**config.mk**
```make
export PLATFORM = sky130hd
export DESIGN_NAME = imma_master
export DESIGN_NICKNAME = d
export VERILOG_FILES = /design/src/core/imma_pkg.sv /design/src/core/imma_baud_if.sv /design/src/core/imma_baud.sv /design/src/core/imma_master.sv /design/src/core/imma_sync.sv
export SDC_FILE = /design/constraint.sdc
export NUM_CORES = 1
export LEC_CHECK = 0
export ABC_AREA = 0
export BUFFER_PORTS_ARGS = -buffer_cell sky130_fd_sc_hd__buf_2
export CAP_MARGIN = 5
export CORE_AREA = 2 2 88 107
export CTS_CLUSTER_DIAMETER = 200
export CTS_CLUSTER_SIZE = 8
export DETAILED_ROUTE_END_ITERATION = 8
export DIE_AREA = 0 0 90 109
export PLACE_DENSITY = 0.75
export SYNTH_ARGS = -nofsm -noshare
export SYNTH_HDL_FRONTEND = slang
export SYNTH_SLANG_ARGS = --single-unit
```
**constraint.sdc**
```tcl
create_clock -name clock -period 3.6 [get_ports clock]
set_input_delay 0.36 -clock clock [delete_from_list [all_inputs] [get_ports clock]]
set_output_delay 0.36 -clock clock [all_outputs]
set_load 0.02 [all_outputs]
```
**src/core/imma_pkg.sv**
```systemverilog
package imma_pkg;

	// Register byte offsets on the bus.
	localparam int         ADR_W      = 8;
	localparam logic [7:0] OFS_CTRL   = 8'h00;
	localparam logic [7:0] OFS_STAT   = 8'h04;
	localparam logic [7:0] OFS_BAUD   = 8'h08;
	localparam logic [7:0] OFS_TXD    = 8'h0C;
	localparam logic [7:0] OFS_RXD    = 8'h10;
	localparam logic [7:0] OFS_IRQ    = 8'h14;
	localparam logic [7:0] OFS_MASK   = 8'h18;

	// Field positions in the control, status and interrupt words.
	localparam int         CTRL_ACKDT = 5;
	localparam int         STAT_TBF   = 0;
	localparam int         STAT_START = 3;
	localparam int         STAT_STOP  = 4;
	localparam int         STAT_BCL   = 10;
	localparam int         STAT_TRS   = 14;
	localparam int         STAT_ACKRX = 15;
	localparam int         IRQ_DONE   = 0;
	localparam int         IRQ_COLL   = 1;

	// One-hot sequence codes in the low five control bits.
	localparam logic [4:0] SEQ_START   = 5'h01;
	localparam logic [4:0] SEQ_RESTART = 5'h02;
	localparam logic [4:0] SEQ_STOP    = 5'h04;
	localparam logic [4:0] SEQ_RECV    = 5'h08;
	localparam logic [4:0] SEQ_ACK     = 5'h10;

	// Baud counter and bit counts.
	localparam int         BAUD_W     = 9;
	localparam logic [8:0] BAUD_RST   = 9'h027;
	localparam logic [8:0] BAUD_STEP  = 9'h002;
	localparam logic [3:0] XMIT_LAST  = 4'h8;
	localparam logic [3:0] RECV_LAST  = 4'h7;
	localparam logic [1:0] SDA_SETTLE = 2'h3;

	typedef enum logic [2:0] {
		ST_IDLE    = 3'h0,
		ST_START   = 3'h1,
		ST_XMIT    = 3'h3,
		ST_RESTART = 3'h2,
		ST_RECV    = 3'h6,
		ST_ACK     = 3'h7,
		ST_STOP    = 3'h5
	} imma_state_t;

endpackage : imma_pkg

```
**src/core/imma_baud_if.sv**
```systemverilog
`timescale 1ns/1ps
`default_nettype none
// Control and timing handshake between the sequencer and the baud counter.
interface imma_baud_if;
	logic                         run;
	logic                         hold;
	logic                         restart;
	logic [imma_pkg::BAUD_W-1:0]  reload;
	logic                         tick;

	modport ctrl (output run, output hold, output restart, output reload,
		input tick);
	modport gen  (input run, input hold, input restart, input reload,
		output tick);
endinterface : imma_baud_if
`default_nettype wire

```
**src/core/imma_baud.sv**
```systemverilog
`timescale 1ns/1ps
`default_nettype none
module imma_baud (
	input  wire logic clock,
	input  wire logic rst,
	imma_baud_if.gen  bus
);
	import imma_pkg::*;

	logic [BAUD_W-1:0] count;

	// Rollover when a further double step would pass zero.
	assign bus.tick = bus.run && !bus.restart && !bus.hold
		&& (count < BAUD_STEP);

	// The counter steps by two each cycle, freezes while held and
	// reloads from the reload field when told the line went high.
	always_ff @(posedge clock or posedge rst) begin
		if (rst) begin
			count <= BAUD_RST;
		end else if (!bus.run || bus.restart) begin
			count <= bus.reload;
		end else if (bus.hold) begin
			count <= count;
		end else if (count < BAUD_STEP) begin
			count <= bus.reload;
		end else begin
			count <= count - BAUD_STEP;
		end
	end
endmodule : imma_baud
`default_nettype wire

```
**src/core/imma_master.sv**
```systemverilog
// Our own choices: the address map and register access over Wishbone.
`timescale 1ns/1ps
`default_nettype none
// How it works
// - One-hot sequence bits plus transmit status bit.
// - Codes for restart, stop, receive, acknowledge.
// - Interrupt on completion of every master event.
// - Clock sync and arbitration always on.
// - Released clock suspends baud counter until high.
// - Clock seen high reloads baud counter.
// - Clock high lasts a full baud interval.
// - Counter steps twice per cycle; rollover toggles clock.
// - Clock sampled each cycle; low holds rollover.
// - Released data seen low: collision, interrupt, idle.
// - Arbitration checked in every driven sequence.
// - Byte collision halts, clears buffer flag, releases.
// - Sequence collision aborts, clears bit, releases.
// - Restart against another talker loses arbitration.
// - Start sets start flag, stop sets stop.
module imma_master (
	input  wire logic                       clock,
	input  wire logic                       rst,
	input  wire logic                       wb_cyc_i,
	input  wire logic                       wb_stb_i,
	input  wire logic                       wb_we_i,
	input  wire logic [imma_pkg::ADR_W-1:0] wb_adr_i,
	input  wire logic [3:0]                 wb_sel_i,
	input  wire logic [31:0]                wb_dat_i,
	output logic      [31:0]                wb_dat_o,
	output logic                            wb_ack_o,
	output logic                            irq,
	input  wire logic                       scl_i,
	input  wire logic                       sda_i,
	output logic                            scl_o,
	output logic                            scl_oe,
	output logic                            sda_o,
	output logic                            sda_oe
);
	import imma_pkg::*;

	imma_state_t       state;
	logic [1:0]        step;
	logic [3:0]        bitn;
	logic [7:0]        shreg;
	logic [7:0]        rxbyte;
	logic              ackdt;
	logic              ack_rx;
	logic              transmit_buffer_full;
	logic              arbitration_lost_flag;
	logic              start_seen;
	logic              stop_seen;
	logic              park_low;
	logic              high_seen;
	logic [1:0]        sda_age;
	logic [1:0]        irq_stat;
	logic [1:0]        irq_mask;
	logic [BAUD_W-1:0] baud_reload;
	logic [1:0]        pins_s;
	logic              scl_s;
	logic              sda_s;
	logic              scl_d;
	logic              sda_d;
	logic              want_scl;
	logic              want_sda;
	logic              chk;
	logic              last;
	logic              tick;
	logic              coll;
	logic              done;
	logic              wr;
	logic              ctrl_wr;
	logic              tx_wr;
	logic [31:0]       wm;
	logic [31:0]       rdata;

	// Byte enables widened to a bit mask.
	function automatic logic [31:0] lane_mask(input logic [3:0] sel);
		lane_mask = {{8{sel[3]}}, {8{sel[2]}}, {8{sel[1]}}, {8{sel[0]}}};
	endfunction : lane_mask

	// Sequence bits shown to software are decoded from the state.
	function automatic logic [4:0] seq_bits(input imma_state_t s);
		unique case (s)
			ST_START:   seq_bits = SEQ_START;
			ST_RESTART: seq_bits = SEQ_RESTART;
			ST_STOP:    seq_bits = SEQ_STOP;
			ST_RECV:    seq_bits = SEQ_RECV;
			ST_ACK:     seq_bits = SEQ_ACK;
			default:    seq_bits = 5'h00;
		endcase
	endfunction : seq_bits

	// The bus wires come from another domain and are synchronised first.
	imma_sync #(.W(2)) u_sync (
		.clock (clock),
		.rst   (rst),
		.d     ({scl_i, sda_i}),
		.q     (pins_s)
	);
	assign scl_s = pins_s[1];
	assign sda_s = pins_s[0];

	imma_baud_if bif ();
	imma_baud u_baud (
		.clock (clock),
		.rst   (rst),
		.bus   (bif.gen)
	);

	// The counter runs only in a sequence and waits for a released
	// clock to be seen high, so a stretching slave or a slower master
	// lengthens the low time but never shortens the high time.
	assign bif.run     = (state != ST_IDLE);
	assign bif.hold    = bif.run && !scl_oe && !high_seen;
	assign bif.restart = bif.hold && scl_s;
	assign bif.reload  = baud_reload;
	assign tick        = bif.tick;

	// Register bus decode; a request acts on its first edge.
	assign wr      = wb_cyc_i && wb_stb_i && wb_we_i && !wb_ack_o;
	assign wm      = lane_mask(wb_sel_i);
	assign ctrl_wr = wr && (wb_adr_i == OFS_CTRL) && wb_sel_i[0];
	assign tx_wr   = wr && (wb_adr_i == OFS_TXD) && wb_sel_i[0];

	// Line drive per state and step, with the arbitration window.
	always_comb begin
		want_scl = 1'b0;
		want_sda = 1'b0;
		chk      = 1'b0;
		last     = 1'b0;
		unique case (state)
			ST_IDLE: begin
				want_scl = park_low;
			end
			ST_START: begin
				want_sda = (step != 2'h0);
				want_scl = (step == 2'h2);
				chk      = (step == 2'h0);
				last     = (step == 2'h2);
			end
			ST_RESTART: begin
				want_scl = (step == 2'h0) || (step == 2'h3);
				want_sda = (step[1] == 1'b1);
				chk      = (step == 2'h1);
				last     = (step == 2'h3);
			end
			ST_STOP: begin
				want_scl = (step == 2'h0);
				want_sda = (step != 2'h2);
				chk      = (step == 2'h2);
				last     = (step == 2'h2);
			end
			ST_ACK: begin
				want_scl = (step == 2'h0);
				want_sda = !ackdt;
				chk      = (step == 2'h1) && ackdt;
				last     = (step == 2'h1);
			end
			ST_XMIT: begin
				want_scl = (step == 2'h0);
				want_sda = (bitn != XMIT_LAST) && !shreg[7];
				chk      = (step == 2'h1) && (bitn != XMIT_LAST)
					&& shreg[7];
				last     = (step == 2'h1) && (bitn == XMIT_LAST);
			end
			ST_RECV: begin
				want_scl = (step == 2'h0);
				last     = (step == 2'h1) && (bitn == RECV_LAST);
			end
		endcase
	end

	// A collision needs our data released long enough for the synchroniser
	// to show it, with the clock seen high; else our own edge would trip it.
	assign coll = chk && high_seen && !sda_oe && (sda_age == SDA_SETTLE)
		&& !sda_s;
	assign done = tick && last && !coll;

	// Sequencer; sequences start only from idle, so events never queue.
	always_ff @(posedge clock or posedge rst) begin
		if (rst) begin
			state <= ST_IDLE;
			step  <= 2'h0;
			bitn  <= 4'h0;
		end else if (coll) begin
			state <= ST_IDLE;
		end else if (state == ST_IDLE) begin
			step <= 2'h0;
			bitn <= 4'h0;
			if (tx_wr) begin
				state <= ST_XMIT;
			end else if (ctrl_wr) begin
				unique case (wb_dat_i[4:0])
					SEQ_START:   state <= ST_START;
					SEQ_RESTART: state <= ST_RESTART;
					SEQ_STOP:    state <= ST_STOP;
					SEQ_RECV:    state <= ST_RECV;
					SEQ_ACK:     state <= ST_ACK;
					default:     state <= ST_IDLE;
				endcase
			end
		end else if (tick) begin
			if (last) begin
				state <= ST_IDLE;
			end else if ((state == ST_XMIT || state == ST_RECV)
					&& step == 2'h1) begin
				step <= 2'h0;
				bitn <= bitn + 4'h1;
			end else begin
				step <= step + 2'h1;
			end
		end
	end

	// Shift register serves both directions; received bits enter at the
	// end of each high phase.
	always_ff @(posedge clock or posedge rst) begin
		if (rst) begin
			shreg  <= 8'h00;
			rxbyte <= 8'h00;
			ack_rx <= 1'b0;
		end else if (state == ST_IDLE && tx_wr) begin
			shreg <= wb_dat_i[7:0];
		end else if (tick && !coll && step == 2'h1) begin
			if (state == ST_XMIT && last) begin
				ack_rx <= sda_s;
			end else if (state == ST_XMIT) begin
				shreg <= {shreg[6:0], 1'b0};
			end else if (state == ST_RECV) begin
				shreg <= {shreg[6:0], sda_s};
				if (last) begin
					rxbyte <= {shreg[6:0], sda_s};
				end
			end
		end
	end

	// Buffer-full flag drops when the byte is done or arbitration is lost.
	always_ff @(posedge clock or posedge rst) begin
		if (rst) begin
			transmit_buffer_full <= 1'b0;
		end else if (coll || (done && state == ST_XMIT)) begin
			transmit_buffer_full <= 1'b0;
		end else if (state == ST_IDLE && tx_wr) begin
			transmit_buffer_full <= 1'b1;
		end
	end

	// Between events the master keeps the clock low; a stop or a lost
	// arbitration lets both lines go.
	always_ff @(posedge clock or posedge rst) begin
		if (rst) begin
			park_low <= 1'b0;
		end else if (coll) begin
			park_low <= 1'b0;
		end else if (done) begin
			park_low <= (state != ST_STOP);
		end
	end

	// Line drivers are flops; a collision releases both at once.
	always_ff @(posedge clock or posedge rst) begin
		if (rst) begin
			scl_oe <= 1'b0;
			sda_oe <= 1'b0;
		end else begin
			scl_oe <= want_scl && !coll;
			sda_oe <= want_sda && !coll;
		end
	end
	assign scl_o = 1'b0;
	assign sda_o = 1'b0;

	// Clock-high tracking and data release age for the checks above.
	always_ff @(posedge clock or posedge rst) begin
		if (rst) begin
			high_seen <= 1'b0;
			sda_age   <= 2'h0;
		end else begin
			if (scl_oe) begin
				high_seen <= 1'b0;
			end else if (scl_s) begin
				high_seen <= 1'b1;
			end
			if (sda_oe) begin
				sda_age <= 2'h0;
			end else if (sda_age != SDA_SETTLE) begin
				sda_age <= sda_age + 2'h1;
			end
		end
	end

	// Bus start and stop detection, whoever makes them.
	always_ff @(posedge clock or posedge rst) begin
		if (rst) begin
			scl_d      <= 1'b1;
			sda_d      <= 1'b1;
			start_seen <= 1'b0;
			stop_seen  <= 1'b0;
		end else begin
			scl_d <= scl_s;
			sda_d <= sda_s;
			if (scl_s && scl_d && sda_d && !sda_s) begin
				start_seen <= 1'b1;
				stop_seen  <= 1'b0;
			end else if (scl_s && scl_d && !sda_d && sda_s) begin
				start_seen <= 1'b0;
				stop_seen  <= 1'b1;
			end
		end
	end

	// Collision flag: hardware set wins over a write-one clear.
	always_ff @(posedge clock or posedge rst) begin
		if (rst) begin
			arbitration_lost_flag <= 1'b0;
		end else if (coll) begin
			arbitration_lost_flag <= 1'b1;
		end else if (wr && wb_adr_i == OFS_STAT && wm[STAT_BCL]
				&& wb_dat_i[STAT_BCL]) begin
			arbitration_lost_flag <= 1'b0;
		end
	end

	// Software settings: acknowledge level, baud reload, interrupt mask.
	always_ff @(posedge clock or posedge rst) begin
		if (rst) begin
			ackdt       <= 1'b0;
			baud_reload <= BAUD_RST;
			irq_mask    <= 2'h0;
		end else if (wr) begin
			if (wb_adr_i == OFS_CTRL && wb_sel_i[0]) begin
				ackdt <= wb_dat_i[CTRL_ACKDT];
			end
			if (wb_adr_i == OFS_BAUD) begin
				baud_reload <= (baud_reload & ~wm[BAUD_W-1:0])
					| (wb_dat_i[BAUD_W-1:0] & wm[BAUD_W-1:0]);
			end
			if (wb_adr_i == OFS_MASK) begin
				irq_mask <= (irq_mask & ~wm[1:0]) | (wb_dat_i[1:0] & wm[1:0]);
			end
		end
	end

	// Sticky event bits; an event in the clearing cycle survives.
	always_ff @(posedge clock or posedge rst) begin
		if (rst) begin
			irq_stat <= 2'h0;
		end else begin
			for (int i = 0; i < 2; i++) begin
				if ((i == IRQ_DONE && done) || (i == IRQ_COLL && coll)) begin
					irq_stat[i] <= 1'b1;
				end else if (wr && wb_adr_i == OFS_IRQ && wm[i] && wb_dat_i[i]) begin
					irq_stat[i] <= 1'b0;
				end
			end
		end
	end
	assign irq = |(irq_stat & irq_mask);

	// Read multiplexer; unmapped offsets read as zero.
	always_comb begin
		rdata = 32'h0000_0000;
		unique case (wb_adr_i)
			OFS_CTRL: begin
				rdata[4:0]        = seq_bits(state);
				rdata[CTRL_ACKDT] = ackdt;
			end
			OFS_STAT: begin
				rdata[STAT_TRS]   = (state == ST_XMIT);
				rdata[STAT_BCL]   = arbitration_lost_flag;
				rdata[STAT_START] = start_seen;
				rdata[STAT_STOP]  = stop_seen;
				rdata[STAT_TBF]   = transmit_buffer_full;
				rdata[STAT_ACKRX] = ack_rx;
			end
			OFS_BAUD: rdata[BAUD_W-1:0] = baud_reload;
			OFS_RXD:  rdata[7:0]        = rxbyte;
			OFS_IRQ:  rdata[1:0]        = irq_stat;
			OFS_MASK: rdata[1:0]        = irq_mask;
			default:  rdata = 32'h0000_0000;
		endcase
	end

	// Classic single-cycle slave: acknowledge one cycle after the request.
	always_ff @(posedge clock or posedge rst) begin
		if (rst) begin
			wb_ack_o <= 1'b0;
			wb_dat_o <= 32'h0000_0000;
		end else begin
			wb_ack_o <= wb_cyc_i && wb_stb_i && !wb_ack_o;
			if (wb_cyc_i && wb_stb_i && !wb_ack_o) begin
				wb_dat_o <= rdata;
			end
		end
	end

endmodule : imma_master
`default_nettype wire

```
**src/core/imma_sync.sv**
```systemverilog
`timescale 1ns/1ps
`default_nettype none
module imma_sync #(
	parameter int W = 2
) (
	input  wire logic         clock,
	input  wire logic         rst,
	input  wire logic [W-1:0] d,
	output logic      [W-1:0] q
);
	logic [W-1:0] meta;

	// Two stages; only the second stage is visible to other logic.
	always_ff @(posedge clock or posedge rst) begin
		if (rst) begin
			meta <= '1;
			q    <= '1;
		end else begin
			meta <= d;
			q    <= meta;
		end
	end
endmodule : imma_sync
`default_nettype wire

```
==> metrics.yaml, run 1 <==
numClockSinks: 77
power-per-cell-area_mw_per_mm2: 369.6
placed_cell_area_sq_mm: 0.004706
fillers: 804
synth_top_cells_by_area: "dfrtp_1, dfstp_2, mux2_1"
layout.core_utilization: 0.5573
portBuffers: 42
synth.top_cell.area_share: 0.3584
netlist_top_cells_count: "dfrtp_1, nand2_1, nor2_1, buf_4, mux2_1"
final_layout_size_suffix_gt1_frac: 0.2211
tns_ns: 0
synth.yosys.warnings: 0
combinationalPowerShare: 0.093
htreeDepth: 3
final_min_period_over_clock_period: 0.7939
clock_latency_ns: 0.35
netlist_area_sq_mm: 0.004468
number_of_enable_flip_flop_cells_after_synthesis: 0
final.min_clock_period_ns: 2.858
num_vias: 3484
remaining_drc_errors: 0
yosysMostFrequentCell: "dfrtp_1"
max_slew_margin: 0.3937
rsz0062_at_grt: "false"
regToRegSetupSlack_ns: 0.74
drtPass1Iterations: 5
p_clk_frac: 0.407
postCtsResizedCells: 0
die_width_microns: 90
startpoint_type: "register"
globalplace.congestion: 0.9438
grtUsageTotal: 0.2230
grt_pass1_wl_microns: 16960
core_region_area_sq_mm: 0.008843
setup_viol: 0
grt_start_max_net_pins: 41
worstMarginPinSlew_ns: 0.9025
wl_per_cell_microns: 17.22
cells_along_the_critical_path: "inv_1 -> ha_1 -> or3b_1 -> nor4_2 -> a31oi_1 -> a311oi_4 -> mux2_4"
crit_required_ns: 3.84
tritoncts_clock_tree: "yes"
drt_initial_violations: 257
routed_wl_microns: 10400
gr-total-overflow: 0
worst_path_largest_cell_delay_ns: 0.70
cap_viol_max_count: 0
synthDominantAreaCellType: "dfrtp_1"
effective_utilization_at_floorplan: 0.5052
num_antenna_cells: 0
max_freq_mhz: 349.9
run_status: "finished clean"
power_report.internal_total_uw: 1347
layout.nets: 538
min_path_type: "input pin to register"
critical_path.max_fanout: 8
dp.final_hpwl_microns: 7723
pwr-share-seq: 0.500
io_pins: 89
peakVddDrop_mv: 0.2205
buffer_cell_driving_the_clock_tree_root: "clkbuf_8"
antenna_violations_before_repair: 0
rows: 38
post_synth.cell_area_avg_sq_um: 10.13
final_antenna_net_count: 0
synthCells: 441
clockBufferDepth: 2
p_leak_uw: 0.002241
avgViaCountPerCell: 5.768
synthDistinctLibCells: 65
synth-async-reset-ratio: 1.000
cts.repair_timing.setup_buffer_count: 0
crit_arrival_ns: 3.09
synth-seq-area-share: 0.4349
final-max-slew-violation-count: 0
critPathSlowestCell: "a311oi_4"
cts_hold_buf: 0
number_of_global_route_vias_before_repair: 3325
fin_skew_ns: 0.01015
layout.cell_area.non_filler_sq_mm: 0.004928
final_hold_viol_count: 0
total_switching_power_uw: 475.1
endpoint_kind: "register"
worst-setup-path-type: "register to register"
path_delay_family: "compound AO/OA/AOI/OAI gates"
cts-buffers-inserted: 9
leading_register_cell_type_out_of_synthesis: "dfrtp_1"
clk_pin_slew_worst_paths_ns: 0.09
design_power_uw: 1822
area_growth_pct: 10.31
power.share.switching: 0.2608
floorplan.die.height_microns: 109
critPathBufInv: 1
floorplan.die_area_sq_mm: 0.009810
synth-seq-cells: 77
==> kinds of logic (layout without fill, tap and decap cells) <==
logic type      Yosys count  count (layout)  share of synthesized area
simple gates            154             154                     0.1938
compound gates           90              90                     0.1361
flops                    77              77                     0.4349
buf+inv                  58              80                    0.07029
mux                      48              48                     0.1319
fa+ha+maj                 8               8                    0.02240
xor+xnor                  5               5                   0.009801
other cells               1              22                  0.0008393
==> layout by cell type, fill, tap and decap left out, types with 5 or more instances in the layout <==
master and count:
dfrtp_1 64, nand2_1 43, buf_2 42, nor2_1 25, mux2_1 22, conb_1 22, nor3_1 21, o21ai_0 18
mux2_4 16, o21ai_1 15, a21oi_1 13, dfstp_2 13, inv_1 12, nand3_1 9, mux2i_1 9, clkbuf_8 9
ha_1 8, buf_4 8, nand3b_1 7, or3_1 7, a22oi_1 5, xor2_1 5
==> per-layer routing <==
metal	GRT usage	vias to the layer above	wire, microns	part of all wire
met1	0.2901	1697	4532	0.44
met3	0.04423	20	472	0.045
met5	0	-	0	0
met2	0.3690	129	5125	0.49
met4	0.09121	0	272	0.026
li1	-	1638	-	-
==> power by group through the flow <==
| stage | Combinational, uW | Clock [uW] | Sequential (uW) |
|---|---|---|---|
| final | 170 | 741 | 911 |
| after global routing | 193 | 792 | 914 |
| after CTS | 172 | 757 | 910 |
| after detailed placement | 172 | 0 | 926 |
| after global placement | 165 | 0 | 925 |
| after floorplan | 146 | 0 | 919 |
==> worst paths after layout <==
path | startpoint | end | cells past startpoint
worst max-delay path | u_baud.count[1] | shreg[5] | 7
worst min-delay path | scl_i | u_sync.meta[1] | 1
worst max register to register | u_baud.count[1] | shreg[5] | 7
worst min register to register | u_sync.meta[0] | u_sync.q[0] | 0
max in group asynchronous | rst | u_sync.q[1] | 3
min in group asynchronous | rst | start_seen | 2
==> per-stage QoR <==
| step | cells | setup WS (ns) | hold WS [ns] |
|---|---|---|---|
| 3_3_place_gp | 588 | 0.8286 | 0.3455 |
| 5_1_grt | 604 | 0.6201 | 0.07819 |
| 2_1_floorplan | 462 | 1.091 | 0.3452 |
| 4_1_cts | 604 | 0.7622 | 0.07733 |
| 6_report | 604 | 0.7421 | 0.09853 |
| 3_5_place_dp | 588 | 0.7790 | 0.3472 |
==> area by class of cell <==
class | instances | area, sq um | share of cell area
clock inverters | 6 | 95.09 | 0.01929
well taps | 120 | 150.1 | 0.03046
clock buffers | 10 | 127.6 | 0.02589
inverters | 14 | 52.55 | 0.01066
multi-input cells | 327 | 2290 | 0.4646
flip-flops and latches | 77 | 1943 | 0.3943
repair buffers | 50 | 270.3 | 0.05484
(Power assumes the default switching activity.)
==> run 2, diff against run 1 <==
==> constraint.sdc (replaced) <==
create_clock -name clock -period 2.7 [get_ports clock]
set_input_delay 0.27 -clock clock [delete_from_list [all_inputs] [get_ports clock]]
set_output_delay 0.27 -clock clock [all_outputs]
set_load 0.02 [all_outputs]
==> metrics.yaml, run 2 (synthesis gave the netlist of run 1 again) <==
globalRoute.busiestLayer: "met2"  # unchanged
min_path_type: "input pin to register"  # unchanged
final_antenna_net_count: 0  # unchanged
htreeDepth: 3  # unchanged
tritoncts_clock_tree: "yes"  # unchanged
cap_viol_max_count: 0  # unchanged
max_slew_margin: 0.5791  # was 0.3937
clock_latency_ns: 0.36  # was 0.35 ns
drt_initial_violations: 238  # was 257
max_freq_mhz: 391.9  # was 349.9 MHz
worst-setup-path-type: "register to register"  # unchanged
p_leak_uw: 0.002307  # was 0.002241 uW
floorplan.die_area_sq_mm: 0.009810  # unchanged
buffer_cell_driving_the_clock_tree_root: "clkbuf_8"  # unchanged
floorplan.die.height_microns: 109  # unchanged
antenna_violations_before_repair: 0  # unchanged
grt_pass1_wl_microns: 16940  # was 16960 microns
gr-total-overflow: 0  # unchanged
post-place-cells: 600  # was 588
core_region_area_sq_mm: 0.008843  # unchanged
postCtsResizedCells: 0  # unchanged
fillers: 784  # was 804
rows: 38  # unchanged
layout.core_utilization: 0.5699  # was 0.5573
tns_ns: 0  # unchanged
worst_path_largest_cell_delay_ns: 0.45  # was 0.70 ns
final_layout_size_suffix_gt1_frac: 0.2405  # was 0.2211
number_of_global_route_vias_before_repair: 3347  # was 3325
io_pins: 89  # unchanged
cts-buffers-inserted: 9  # unchanged
final_common_cell: "dfrtp_1"  # unchanged
cts.repair_timing.setup_buffer_count: 0  # unchanged
wl_per_cell_microns: 16.92  # was 17.22 microns
final_min_period_over_clock_period: 0.9451  # was 0.7939
avgViaCountPerCell: 5.669  # was 5.768
cells_along_the_critical_path: "inv_1 -> ha_1 -> or3b_1 -> nor4_2 -> a31oi_1 -> a311oi_4 -> buf_12 -> mux2_4"  # was inv_1 -> ha_1 -> or3b_1 -> nor4_2 -> a31oi_1 -> a311oi_4 -> mux2_4
mostFrequentLayoutCells: "dfrtp_1, nand2_1, buf_2"  # unchanged
power-per-cell-area_mw_per_mm2: 446.5  # was 369.6 mW/mm^2
remaining_drc_errors: 0  # unchanged
dp.final_hpwl_microns: 7821  # was 7723 microns
grtUsageTotal: 0.2205  # was 0.2230
final.min_clock_period_ns: 2.552  # was 2.858 ns
worstMarginPinSlew_ns: 0.6291  # was 0.9025 ns
grt_start_max_net_pins: 52  # was 41
endpoint_kind: "register"  # unchanged
startpoint_type: "register"  # unchanged
critPathSlowestCell: "or3b_1"  # was a311oi_4
clockBufferDepth: 2  # unchanged
regToRegSetupSlack_ns: 0.15  # was 0.74 ns
num_antenna_cells: 0  # unchanged
final-max-slew-violation-count: 0  # unchanged
routed_wl_microns: 10480  # was 10400 microns
area_growth_pct: 12.80  # was 10.31%
peakVddDrop_mv: 0.2222  # was 0.2205 mV
setup_viol: 0  # unchanged
cts_hold_buf: 2  # was 0
crit_required_ns: 2.94  # was 3.84 ns
global_route.usage.met3: 0.03525  # was 0.04423
portBuffers: 42  # unchanged
use_met2: 0.3727  # was 0.3690
final_hold_viol_count: 0  # unchanged
grt_use_met1: 0.2822  # was 0.2901
fin_skew_ns: 0.01081  # was 0.01015 ns
layoutNonFillerInstCount: 619  # was 604
clk_pin_slew_worst_paths_ns: 0.08  # was 0.09 ns
drtPass1Iterations: 5  # unchanged
critical_path.max_fanout: 8  # unchanged
globalplace.congestion: 0.8907  # was 0.9438
layout.nets: 553  # was 538
num_vias: 3509  # was 3484
rsz0062_at_grt: "false"  # unchanged
die_width_microns: 90  # unchanged
effective_utilization_at_floorplan: 0.5052  # unchanged
numClockSinks: 77  # unchanged
crit_arrival_ns: 2.79  # was 3.09 ns
run_status: "finished clean"  # unchanged
run 2: layer usage:
metal	vias up	routed length (microns)	share of wire
li1	1665	-	-
met1	1682	4436	0.42
met2	137	5166	0.49
met3	25	587	0.056
met4	0	286	0.027
met5	-	0	0
run 2: power breakdown:
| part | internal [uW] | leakage, uW | switching [uW] | total (uW) |
|---|---|---|---|---|
| registers | 1190 | 0.00100 | 25.6 | 1210 |
| logic | 89.0 | 0.00122 | 159 | 248 |
| clock network | 355 | 0.0000880 | 435 | 790 |
| total | 1630 | 0.00231 | 619 | 2250 |
run 2: critical path: cells and delay by family (launching register included):
| kind | cells | cell delay [ns] |
|---|---|---|
| AND/OR/NAND/NOR | 2 | 0.80 |
| buffers and inverters | 2 | 0.24 |
| AO/OA/AOI/OAI | 2 | 0.51 |
| multiplexers | 1 | 0.30 |
| adder cells (fa/ha/maj) | 1 | 0.20 |
| flip-flops | 1 | 0.39 |
run 2: path summary, 6_finish.rpt:
kind,from,endpoint,cells past startpoint
min in group asynchronous,rst,high_seen,3
setup / recovery,u_baud.count[1],shreg[2],8
hold / removal,wb_dat_i[8],register,2
max in group asynchronous,rst,asynchronous set/reset pin,4
hold reg to reg,u_sync.meta[0],u_sync.q[0],0
setup reg to reg,u_baud.count[1],shreg[2],8
run 2: cell type report:
class / count / area, sq um / area share
Sequential cell: 77 / 1943 / 0.3856
Clock inverter: 6 / 38.79 / 0.007696
Clock buffer: 10 / 137.6 / 0.02731
Timing Repair Buffer: 65 / 427.9 / 0.08491
Multi-Input combinational cell: 327 / 2290 / 0.4543
Tap cell: 120 / 150.1 / 0.02979
Inverter: 14 / 52.55 / 0.01043
run 2: metrics by stage:
| stage | hold WS [ns] | total power (uW) | worst slack (ns) | instance area (sq um) |
|---|---|---|---|---|
| after floorplan | 0.2745 | 1420 | 0.1915 | 4547 |
| after global placement | 0.3467 | 1460 | 0.2427 | 4833 |
| after detailed placement | 0.3476 | 1482 | 0.1992 | 4833 |
| after CTS | 0.003745 | 2260 | 0.1617 | 5030 |
| after global routing | 0.1476 | 2347 | 0.08809 | 5040 |
| final | 0.1311 | 2250 | 0.1483 | 5040 |
==> run 3, diff against run 2 <==
--- a/config.mk
+++ b/config.mk
@@ -7,13 +7,13 @@
 export LEC_CHECK = 0
 export ABC_AREA = 0
 export BUFFER_PORTS_ARGS = -buffer_cell sky130_fd_sc_hd__buf_2
-export CAP_MARGIN = 5
 export CORE_AREA = 2 2 88 107
 export CTS_CLUSTER_DIAMETER = 200
 export CTS_CLUSTER_SIZE = 8
 export DETAILED_ROUTE_END_ITERATION = 8
 export DIE_AREA = 0 0 90 109
 export PLACE_DENSITY = 0.75
+export SETUP_SLACK_MARGIN = 0.15
 export SYNTH_ARGS = -nofsm -noshare
 export SYNTH_HDL_FRONTEND = slang
 export SYNTH_SLANG_ARGS = --single-unit
==> metrics.yaml, run 3 (synthesis gave the netlist of run 1 again) <==
run_status: "finished clean"  # unchanged
die_width_microns: 90  # unchanged
num_antenna_cells: 0  # unchanged
drt_initial_violations: 239  # was 238
mostFrequentLayoutCells: "dfrtp_1, nand2_1, buf_2"  # unchanged
setup_viol: 0  # unchanged
p_leak_uw: 0.002304  # was 0.002307 uW
startpoint_type: "register"  # unchanged
grt_start_max_net_pins: 52  # unchanged
fillers: 783  # was 784
layout.core_utilization: 0.5702  # was 0.5699
total_switching_power_uw: 619.4  # was 619.2 uW
max_slew_margin: 0.5955  # was 0.5791
cts-buffers-inserted: 9  # unchanged
cap_viol_max_count: 0  # unchanged
p_clk_frac: 0.351  # about the same
layout.nets: 553  # unchanged
max_freq_mhz: 404.6  # was 391.9 MHz
critPathBufInv: 2  # unchanged
drtPass1Iterations: 5  # unchanged
final_min_period_over_clock_period: 0.9155  # was 0.9451
floorplan.die.height_microns: 109  # unchanged
multi_input_comb_area_sq_mm: 0.002292  # was 0.002290 sq mm
worstMarginPinSlew_ns: 0.6044  # was 0.6291 ns
area_growth_pct: 12.85  # was 12.80%
final_hold_viol_count: 0  # unchanged
final_layout_size_suffix_gt1_frac: 0.2425  # was 0.2405
numClockSinks: 77  # unchanged
pwr-share-seq: 0.539  # about the same
power-per-cell-area_mw_per_mm2: 446.5  # about the same
rsz0062_at_grt: "false"  # unchanged
power_report.internal_total_uw: 1632  # was 1631 uW
clk_pin_slew_worst_paths_ns: 0.07  # was 0.08 ns
final-max-slew-violation-count: 0  # unchanged
buffer_cell_driving_the_clock_tree_root: "clkbuf_8"  # unchanged
tritoncts_clock_tree: "yes"  # unchanged
htreeDepth: 3  # unchanged
gr-total-overflow: 0  # unchanged
layout.cell_area.non_filler_sq_mm: 0.005042  # was 0.005040 sq mm
final_common_cell: "dfrtp_1"  # unchanged
cells_along_the_critical_path: "inv_1 -> ha_1 -> or3b_4 -> nor4_2 -> a31oi_1 -> a311oi_4 -> buf_12 -> mux2_4"  # was inv_1 -> ha_1 -> or3b_1 -> nor4_2 -> a31oi_1 -> a311oi_4 -> buf_12 -> mux2_4
tns_ns: 0  # unchanged
io_pins: 89  # unchanged
number_of_global_route_vias_before_repair: 3347  # unchanged
core_region_area_sq_mm: 0.008843  # unchanged
peakVddDrop_mv: 0.2221  # was 0.2222 mV
combinationalPowerShare: 0.110  # about the same
effective_utilization_at_floorplan: 0.5052  # unchanged
critical_path.max_fanout: 8  # unchanged
floorplan.die_area_sq_mm: 0.009810  # unchanged
setup_slack_ns: 0.2283  # was 0.1483 ns
final.min_clock_period_ns: 2.472  # was 2.552 ns
seq_area_sq_mm: 0.001943  # unchanged
avgViaCountPerCell: 5.645  # was 5.669
final_antenna_net_count: 0  # unchanged
dp_slack_ns: 0.1992  # unchanged
power.share.switching: 0.2751  # was 0.2752
clock_latency_ns: 0.36  # about the same
clockBufferDepth: 2  # unchanged
crit_arrival_ns: 2.71  # was 2.79 ns
cts.repair_timing.setup_buffer_count: 0  # unchanged
placed_cell_area_sq_mm: 0.004833  # unchanged
crit_required_ns: 2.94  # about the same
grt_pass1_wl_microns: 16940  # unchanged
worst-setup-path-type: "register to register"  # unchanged
min_path_type: "input pin to register"  # unchanged
routed_wl_microns: 10470  # was 10480 microns
path_delay_family: "simple AND/OR/NAND/NOR gates"  # unchanged
antenna_violations_before_repair: 0  # unchanged
rows: 38  # unchanged
globalplace.congestion: 0.8907  # unchanged
num_vias: 3494  # was 3509
dp.final_hpwl_microns: 7821  # unchanged
worst_path_largest_cell_delay_ns: 0.43  # was 0.45 ns
remaining_drc_errors: 0  # unchanged
fin_skew_ns: 0.01076  # was 0.01081 ns
wl_per_cell_microns: 16.91  # was 16.92 microns
portBuffers: 42  # unchanged
grtUsageTotal: 0.2205  # unchanged
endpoint_kind: "register"  # unchanged
critPathSlowestCell: "or3b_4"  # was or3b_1
run 3: per-stage QoR:
stage               hold slack, ns  total power (uW)  std cells
floorplan                   0.2745              1420        462
global placement            0.3467              1460        600
detailed placement          0.3476              1482        600
CTS                       0.003745              2260        618
global route                0.1476              2348        619
finish                      0.1315              2251        619
run 3: power groups by stage:
stage                     sequential [uW]  combinational, uW  clock, uW
after floorplan                      1230                195          0
after global placement               1230                229          0
after detailed placement             1240                247          0
after CTS                            1210                250        798
after global routing                 1220                277        853
final                                1210                248        790
run 3: worst paths after layout:
check / endpoint / cells after the start / slack [ns] / start
max: shreg[2] / 8 / 0.23 / u_baud.count[1]
min: register / 2 / 0.13 / wb_dat_i[8]
max reg2reg: shreg[2] / 8 / 0.23 / u_baud.count[1]
min reg2reg: u_sync.q[0] / 0 / 0.36 / u_sync.meta[0]
max in group asynchronous: asynchronous set/reset pin / 4 / 1.47 / rst
min in group asynchronous: high_seen / 3 / 0.52 / rst
run 3: area by class of cell:
class,instances,area share
Multi-Input combinational cell,327,0.4546
Sequential cell,77,0.3854
Timing Repair Buffer,65,0.08486
Tap cell,120,0.02978
Clock buffer,10,0.02730
Inverter,14,0.01042
Clock inverter,6,0.007692
run 3: repair_timing:
item                                   in CTS  in global routing
gates resized for setup                     0                  1
endpoints found under the hold margin      20                  1
setup endpoints to repair                   0                  8
hold buffers                                2                  1
run 3: metal layers:
| metal | GRT usage | vias to the layer above | part of all wire |
|---|---|---|---|
| met2 | 0.3727 | 128 | 0.49 |
| li1 | - | 1664 | - |
| met4 | 0.09780 | 0 | 0.028 |
| met3 | 0.03525 | 25 | 0.054 |
| met5 | 0 | - | 0 |
| met1 | 0.2822 | 1677 | 0.42 |
run 3: worst register-to-register path, cell delays in order (launching register included):
cell      delay, ns
dfstp_2        0.39
inv_1          0.06
ha_1           0.20
or3b_4         0.43
nor4_2         0.29
a31oi_1        0.18
a311oi_4       0.33
buf_12         0.18
mux2_4         0.30
